### config.mk
export PLATFORM = sky130hd
export DESIGN_NAME = exception_lowpower_control
export DESIGN_NICKNAME = d
export VERILOG_FILES = /design/src/hw/exc_lp_pkg.sv /design/src/hw/exception_lowpower_control.sv
export VERILOG_INCLUDE_DIRS = /design/src /design/src/hw
export SDC_FILE = /design/constraint.sdc
export NUM_CORES = 1
export LEC_CHECK = 0
export CORE_MARGIN = 4
export CORE_UTILIZATION = 55
export CTS_BUF_LIST = sky130_fd_sc_hd__clkbuf_8
export DETAILED_ROUTE_END_ITERATION = 8
export DONT_BUFFER_PORTS = 1
export GPL_TIMING_DRIVEN = 0
export PLACE_DENSITY_LB_ADDON = 0.05
export SYNTH_ARGS = -nofsm -noshare
export SYNTH_HDL_FRONTEND = slang
export SYNTH_SLANG_ARGS = --single-unit
### constraint.sdc
create_clock -name clk_sys -period 2.01 [get_ports clk_sys]
set_input_delay 0.3015 -clock clk_sys [delete_from_list [all_inputs] [get_ports clk_sys]]
set_output_delay 0.3015 -clock clk_sys [all_outputs]
set_load 0.01 [all_outputs]
### src/hw/exc_lp_map.svh
`ifndef EXC_LP_MAP_SVH
`define EXC_LP_MAP_SVH

// ****************************************
// register indices, byte address = 4 * index
// ****************************************
`define IDX_BREAK_STATUS 16'hfe00
`define IDX_RESET_SOURCE_STATUS 16'hfe01
`define IDX_BREAK_FLAG_CONTROL 16'hfe03
`define IDX_IRQ_FLAGS_LOW 16'hfe04
`define IDX_IRQ_FLAGS_MID 16'hfe05
`define IDX_IRQ_FLAGS_HIGH 16'hfe06
`define IDX_OPTION_WORD_ONE 16'hfe07

// ****************************************
// field positions
// ****************************************
`define BIT_BREAK_EXIT_WAIT 1
`define BIT_BREAK_CLEAR_ENABLE 7
`define BIT_SHORT_RECOVERY 0
`define RST_POR 7
`define RST_PIN 6
`define RST_WDOG 5
`define RST_ILL_OPCODE 4
`define RST_ILL_ADDR 3
`define RST_MON_ENTRY 2
`define RST_LOW_VOLT 1

// ****************************************
// reset values and timing counts
// ****************************************
`define RESET_SOURCE_INIT 8'h80
`define REG8_ZERO 8'h00
`define RECOVERY_LONG_CYCLES 13'd4096
`define RECOVERY_SHORT_CYCLES 13'd32

`endif

### src/hw/exc_lp_pkg.sv
package exc_lp_pkg;

   // low-power sequencer states, one-hot
   typedef enum logic [3:0] {
      ST_RUN = 4'h1,
      ST_WAIT = 4'h2,
      ST_STOP = 4'h4,
      ST_RECOVER = 4'h8
   } lp_state_t;

   typedef logic [7:0] reg8_t;

endpackage

### src/hw/exception_lowpower_control.sv
// Chosen here: register access over Wishbone.
`timescale 1ns/1ps
`include "exc_lp_map.svh"

module exception_lowpower_control
   import exc_lp_pkg::*;
(
   input wire logic clk_sys,
   input wire logic resetn,
   input wire logic clk_en,
   input wire logic wb_cyc_i,
   input wire logic wb_stb_i,
   input wire logic wb_we_i,
   input wire logic [17:0] wb_adr_i,
   input wire logic [3:0] wb_sel_i,
   input wire logic [31:0] wb_dat_i,
   output logic [31:0] wb_dat_o,
   output logic wb_ack_o,
   input wire logic [15:0] irq_req_i,
   input wire logic break_req_i,
   input wire logic break_exit_i,
   input wire logic wait_exec_i,
   input wire logic stop_exec_i,
   input wire logic por_evt_i,
   input wire logic pin_evt_i,
   input wire logic wdog_evt_i,
   input wire logic ill_opcode_evt_i,
   input wire logic ill_addr_evt_i,
   input wire logic mon_entry_evt_i,
   input wire logic low_volt_evt_i,
   output logic [4:0] irq_vector_o,
   output logic system_reset_o,
   output logic force_swi_vector_o,
   output logic break_state_o,
   output logic flag_clear_allow_o,
   output logic clear_i_mask_o,
   output logic cpu_clk_en_o,
   output logic periph_clk_en_o,
   output logic stack_start_o,
   output logic [12:0] stab_count_o
);

   // ****************************************
   // helpers
   // ****************************************
   function automatic logic [4:0] rank_first(input logic [15:0] req);
      logic [4:0] num;
      num = 5'h00;
      for (int i = 15; i >= 0; i--) begin
         if (req[i]) begin
            num = 5'(i + 1);
         end
      end
      return num;
   endfunction

   function automatic logic is_idx(input logic [17:0] adr,
                                   input logic [15:0] idx);
      return adr[17:2] == idx;
   endfunction

   // ****************************************
   // state
   // ****************************************
   lp_state_t state_reg, state_next;
   logic [12:0] stab_cnt_reg;
   logic [12:0] recovery_limit;
   logic wake_irq_reg;
   reg8_t rst_flags_reg, rst_events;
   reg8_t irq_low_reg, irq_mid_reg, irq_high_reg;
   logic break_exit_wait_reg;
   logic break_clear_enable_reg;
   logic short_recovery_reg;
   logic break_state_next;
   logic any_reset, any_irq, wake_evt, recovery_done;
   logic bus_req, bus_fire, bus_wr;
   reg8_t rd_byte;

   assign any_reset = |rst_events;
   assign any_irq = |irq_req_i;
   assign wake_evt = any_irq | break_req_i | any_reset;
   assign recovery_limit = short_recovery_reg ? `RECOVERY_SHORT_CYCLES
                                             : `RECOVERY_LONG_CYCLES;
   assign recovery_done = stab_cnt_reg == 13'(recovery_limit - 13'd1);
   assign bus_req = wb_cyc_i & wb_stb_i;
   assign bus_fire = bus_req & wb_ack_o;
   assign bus_wr = bus_fire & wb_we_i & wb_sel_i[0];

   always_comb begin
      rst_events = `REG8_ZERO;
      rst_events[`RST_POR] = por_evt_i;
      rst_events[`RST_PIN] = pin_evt_i;
      rst_events[`RST_WDOG] = wdog_evt_i;
      rst_events[`RST_ILL_OPCODE] = ill_opcode_evt_i;
      rst_events[`RST_ILL_ADDR] = ill_addr_evt_i;
      rst_events[`RST_MON_ENTRY] = mon_entry_evt_i;
      rst_events[`RST_LOW_VOLT] = low_volt_evt_i;
   end

   // ****************************************
   // wishbone slave
   // ****************************************
   always_comb begin
      rd_byte = `REG8_ZERO;
      if (is_idx(wb_adr_i, `IDX_BREAK_STATUS)) begin
         rd_byte[`BIT_BREAK_EXIT_WAIT] = break_exit_wait_reg;
      end else if (is_idx(wb_adr_i, `IDX_RESET_SOURCE_STATUS)) begin
         rd_byte = rst_flags_reg;
      end else if (is_idx(wb_adr_i, `IDX_BREAK_FLAG_CONTROL)) begin
         rd_byte[`BIT_BREAK_CLEAR_ENABLE] = break_clear_enable_reg;
      end else if (is_idx(wb_adr_i, `IDX_IRQ_FLAGS_LOW)) begin
         rd_byte = irq_low_reg;
      end else if (is_idx(wb_adr_i, `IDX_IRQ_FLAGS_MID)) begin
         rd_byte = irq_mid_reg;
      end else if (is_idx(wb_adr_i, `IDX_IRQ_FLAGS_HIGH)) begin
         rd_byte = irq_high_reg;
      end else if (is_idx(wb_adr_i, `IDX_OPTION_WORD_ONE)) begin
         rd_byte[`BIT_SHORT_RECOVERY] = short_recovery_reg;
      end
   end

   // ack one cycle after request, dropped the cycle after
   always_ff @(posedge clk_sys or negedge resetn) begin
      if (!resetn) begin
         wb_ack_o <= 1'b0;
         wb_dat_o <= 32'h0000_0000;
      end else if (clk_en) begin
         wb_ack_o <= bus_req & ~wb_ack_o;
         if (bus_req & ~wb_ack_o) begin
            wb_dat_o <= {24'h00_0000, rd_byte};
         end
      end
   end

   // ****************************************
   // control registers
   // ****************************************
   always_ff @(posedge clk_sys or negedge resetn) begin
      if (!resetn) begin
         break_clear_enable_reg <= 1'b0;
         short_recovery_reg <= 1'b0;
      end else if (clk_en && bus_wr) begin
         if (is_idx(wb_adr_i, `IDX_BREAK_FLAG_CONTROL)) begin
            break_clear_enable_reg <=
               wb_dat_i[`BIT_BREAK_CLEAR_ENABLE];
         end
         if (is_idx(wb_adr_i, `IDX_OPTION_WORD_ONE)) begin
            short_recovery_reg <= wb_dat_i[`BIT_SHORT_RECOVERY];
         end
      end
   end

   // ****************************************
   // reset source flags
   // ****************************************
   always_ff @(posedge clk_sys or negedge resetn) begin
      if (!resetn) begin
         rst_flags_reg <= `RESET_SOURCE_INIT;
      end else if (clk_en) begin
         if (por_evt_i) begin
            rst_flags_reg <= `RESET_SOURCE_INIT;
         end else if (bus_fire && !wb_we_i &&
                      is_idx(wb_adr_i, `IDX_RESET_SOURCE_STATUS)) begin
            // only the bits returned are cleared; new events win
            rst_flags_reg <= (rst_flags_reg & ~wb_dat_o[7:0]) |
                             rst_events;
         end else begin
            rst_flags_reg <= rst_flags_reg | rst_events;
         end
      end
   end

   // ****************************************
   // interrupt flags and ranking
   // ****************************************
   always_ff @(posedge clk_sys or negedge resetn) begin
      if (!resetn) begin
         irq_low_reg <= `REG8_ZERO;
         irq_mid_reg <= `REG8_ZERO;
         irq_high_reg <= `REG8_ZERO;
         irq_vector_o <= 5'h00;
      end else if (clk_en) begin
         irq_low_reg <= {irq_req_i[5:0], 2'b00};
         irq_mid_reg <= irq_req_i[13:6];
         irq_high_reg <= {6'h00, irq_req_i[15:14]};
         irq_vector_o <= rank_first(irq_req_i);
      end
   end

   always_ff @(posedge clk_sys or negedge resetn) begin
      if (!resetn) begin
         system_reset_o <= 1'b0;
      end else if (clk_en) begin
         system_reset_o <= any_reset;
      end
   end

   // ****************************************
   // break state and flag protection
   // ****************************************
   assign break_state_next = break_req_i |
                             (break_state_o & ~break_exit_i);

   always_ff @(posedge clk_sys or negedge resetn) begin
      if (!resetn) begin
         break_state_o <= 1'b0;
         force_swi_vector_o <= 1'b0;
         flag_clear_allow_o <= 1'b1;
      end else if (clk_en) begin
         break_state_o <= break_state_next;
         force_swi_vector_o <= break_req_i & ~break_state_o;
         // modules keep two-step state; only the clear is gated
         flag_clear_allow_o <= ~break_state_next |
                               break_clear_enable_reg;
      end
   end

   always_ff @(posedge clk_sys or negedge resetn) begin
      if (!resetn) begin
         break_exit_wait_reg <= 1'b0;
      end else if (clk_en) begin
         if (state_reg == ST_WAIT && break_req_i) begin
            break_exit_wait_reg <= 1'b1;
         end else if (bus_wr && is_idx(wb_adr_i, `IDX_BREAK_STATUS) &&
                      !wb_dat_i[`BIT_BREAK_EXIT_WAIT]) begin
            break_exit_wait_reg <= 1'b0;
         end
      end
   end

   // ****************************************
   // low-power sequencer
   // ****************************************
   always_comb begin
      state_next = state_reg;
      unique case (state_reg)
         ST_RUN: begin
            if (stop_exec_i) begin
               state_next = ST_STOP;
            end else if (wait_exec_i) begin
               state_next = ST_WAIT;
            end
         end
         ST_WAIT: begin
            if (wake_evt) begin
               state_next = ST_RUN;
            end
         end
         ST_STOP: begin
            if (wake_evt) begin
               state_next = ST_RECOVER;
            end
         end
         ST_RECOVER: begin
            if (recovery_done) begin
               state_next = ST_RUN;
            end
         end
         default: begin
            state_next = ST_RUN;
         end
      endcase
   end

   always_ff @(posedge clk_sys or negedge resetn) begin
      if (!resetn) begin
         state_reg <= ST_RUN;
         cpu_clk_en_o <= 1'b1;
         periph_clk_en_o <= 1'b1;
         clear_i_mask_o <= 1'b0;
      end else if (clk_en) begin
         state_reg <= state_next;
         cpu_clk_en_o <= state_next == ST_RUN;
         periph_clk_en_o <= state_next == ST_RUN ||
                            state_next == ST_WAIT;
         clear_i_mask_o <= state_reg == ST_RUN &&
                           (wait_exec_i || stop_exec_i);
      end
   end

   always_ff @(posedge clk_sys or negedge resetn) begin
      if (!resetn) begin
         stab_cnt_reg <= 13'h0000;
      end else if (clk_en) begin
         if (state_reg == ST_RECOVER && !recovery_done) begin
            stab_cnt_reg <= stab_cnt_reg + 13'h0001;
         end else if (state_reg != ST_RECOVER) begin
            stab_cnt_reg <= 13'h0000;
         end
      end
   end

   assign stab_count_o = stab_cnt_reg;

   always_ff @(posedge clk_sys or negedge resetn) begin
      if (!resetn) begin
         wake_irq_reg <= 1'b0;
         stack_start_o <= 1'b0;
      end else if (clk_en) begin
         if (state_reg == ST_STOP && wake_evt) begin
            wake_irq_reg <= any_irq & ~break_req_i & ~any_reset;
         end
         stack_start_o <= (state_reg == ST_WAIT && any_irq &&
                           !break_req_i && !any_reset) ||
                          (state_reg == ST_RECOVER && recovery_done &&
                           wake_irq_reg);
      end
   end
endmodule

==> impl_results.md <==
* Global-route wire length before repair at around 15000 um
* Crit path time final at approximately 1.9 ns
* CTS tree: yes
* Top area cells in the synthesized netlist: dfrtp_1 (42%), buf_4 (5.3%), mux2_2 (4.9%)
* R2R setup slack at just over 0.09 ns
* Avg Cell Area, Syn at a little under 10 um2
* Setup crit end: stab_count_o[0]
* RD Place Congestion at 0.857
* Number of global-route vias before repair at roughly 2900
* Vias at 2882
* Slew headroom at 52.6%
* Number of flip-flops in the largest register at 13
* 1st-iter DRT viols at about 160
* Critical Path RT at roughly 2.2 ns
* Crit path kind: register to register
* Post-synth top area share at roughly 42%
* Initial core utilization at 57.2%
* Post-synthesis cell type count at a little under 60
* RSZ-0062 raised after global routing: false
* Cell taking the most area after synthesis: dfrtp_1
* Setup crit start: stab_count_o[5]
* Logic pwr share at 11.2%
* Gr usage total at 24.6%
* CP Max Fanout at 8
* Routed len/inst at approximately 19 um
* Syn. warnings at 0
* Power Density at between 700 and 800 nW/um2
* Skew-Pair Late Insertion Delay at 0.34 ns
* Die height at approximately 90 um
* Root Buffer Master: clkbuf_8
* Clock transition at path regs at about 0.08 ns
* Sequential area share after synthesis at between 40 and 50%
* Post-Synthesis Cells at around 370
* GRT overflow at 0
* Die ar. at 8020 um2
* RR Startpoint: stab_count_o[5]
* Non-Filler Instances at about 500
* EDFF count, synth at 0
* Net Sw Frac at between 20% and 30%
* Drt via density at a little under 6
* Clock buffer depth at 2
* Cell area after layout at 4170 um2
* # IOs at 146
* Ys flop type: dfrtp_1
* Status: finished clean
* # port buffers at 0
* # placed instances at 468
* Routed WL at 9220 um
* Hold WC Path Type: input pin to register
* Layout cell share with drive strength beyond 1 at 18.9%
* Clk sink count at between 60 and 70
* Reg2reg end: stab_count_o[0]
* Remaining antenna violation count at 0
* Final Hold Fails at 0
* Maximum clock frequency at approximately 520 MHz
* Post-DP HPWL at between 6000 and 7000 um
* Register bit count reported by yosys at 67
* Leak pwr at ~1.8 nW
* Tcrit/Tclk final at between 90% and 100%
* CTS H-Tree Depth at 3
* Die width at slightly below 90 um
* DP Area at between 3000 and 4000 um2
* Pre-antenna DRT Iters at 4
* Internal at 0.00249 W
* Sw Pwr at around 0.0008 W
* Flop pwr share at between 40 and 50%
* Worst path arrival time at about 2.2 ns
* CP Launch Type: register
* # diodes at 0
* Synth-to-layout area growth at 14.1%
* Worst Max-Slew Pin Slew at slightly above 0.7 ns
* Synth top cells by count: dfrtp_1 (62), nand2_1 (29), buf_4 (26), a21oi_1 (22)
* Endpoint type of the worst setup path: register
* Synth async-reset ratio at 100%
* Setup TNS at 0 ns
* Post-route DRC violation count at 0
* Core ar. at 6390 um2
* Worst-case vdd ir drop at 459 uV
* Inserted Clock Buffers at 9
* Post-Syn Area at about 3700 um2
* Total power at 0.00330 W
* Initial antenna violation count at 0
* Clock power frac at approximately 41%
* Setup Viol. Count Final at 0
* Largest net degree at the start of global routing at 68
* Fin. max-slew vios at 0
* Clock skew at 0.0125 ns
* Row Count at 29
* Layout Nets at just under 500
* Max Cap Viol at 0
* Cells on worst reg2reg path at 5
* Most common cell in the synthesized netlist: dfrtp_1
[worst max-delay path: stages, from the launching register on]
cell     delay [ns]
dfrtp_1        0.52
nand4_1        0.25
nor4_1         0.36
o21ai_1        0.17
and3_1         0.25
mux2_2         0.26
[cell usage in the layout (no fill, tap or decap), types with 3 or more instances in the layout]
cell        n
mux2_2     16
nor3_2      3
clkbuf_1   12
a21boi_1    6
nor2b_1     3
inv_1      15
a21oi_1    22
nand2_1    29
o221a_1     6
buf_4      29
nor2_1     20
nand2b_1    7
nand3_1    11
conb_1     24
nand4_1     6
or4_1       4
nor3_1      3
o31ai_1     7
or3_1       8
dfstp_2     5
nor4_1      7
nor4b_1     4
o21ai_1    20
a22oi_1     5
a31oi_1     5
bufinv_16   3
mux2i_1     9
dfrtp_1    61
clkbuf_8   10
o21ai_0     4
mux2_1      4
[metal layers]
metal / share of wire, % / wire length, um / GRT usage [%]
met1: 44 / 4030 / 32.8
met2: 45 / 4130 / 37.3
met3: 10 / 945 / 7.83
met4: 1.2 / 115 / 10.0
met5: 0 / 0 / 0
[cell families after synthesis]
kind of cell,synth area share [%]
flops,46.0
buf+inv,8.11
mux,8.62
other cells,0.103
fa+ha+maj,0.342
simple gates,19.8
compound gates,16.7
xor+xnor,0.240
[worst min path at each step]
stage,startpoint,end,slack (ns),depth (start not counted)
floorplan,resetn,break_clear_enable_reg,0.006,0
global placement,resetn,stab_count_o[11],0.007,0
detailed placement,resetn,stab_count_o[11],0.007,0
CTS,break_req_i,break_state_o,0.09,2
global route,irq_req_i[13],irq_mid_reg[7],0.09,1
finish,break_req_i,break_state_o,0.1,2
[power groups by stage]
stage	logic, W	registers [W]	clock network (W)
2_1_floorplan	0.000284	0.00156	0
3_3_place_gp	0.000322	0.00159	0
3_5_place_dp	0.000330	0.00159	0
4_1_cts	0.000369	0.00157	0.00138
5_1_grt	0.000418	0.00158	0.00146
6_report	0.000369	0.00157	0.00136
[through the flow]
step	hold WS (ns)	worst slack [ns]	util (%)
2_1_floorplan	0.00591	0.210	-
3_3_place_gp	0.00738	0.0844	60.1
3_5_place_dp	0.00746	0.0563	60.1
4_1_cts	0.0853	0.0639	64.5
5_1_grt	0.0950	0.0000426	65.3
6_report	0.0963	0.0924	65.3
[area by class of cell]
type                            instances  area (um2)
Sequential cell                        67        1680
Timing Repair Buffer                    5        60.1
Clock inverter                          6         104
Buffer                                 39         244
Tap cell                               77        96.3
Multi-Input combinational cell        271        1790
Clock buffer                           10         138
Inverter                               14        52.6
Fill cell                             548        2220
[timing repair]
item | in CTS | in global routing
resized for setup | 0 | 5
endpoints found under the setup margin | 0 | 18
hold buffers | 2 | 0
buffers inserted | 0 | 3
endpoints found under the hold margin | 67 | 0
(Power assumes the default switching activity.)
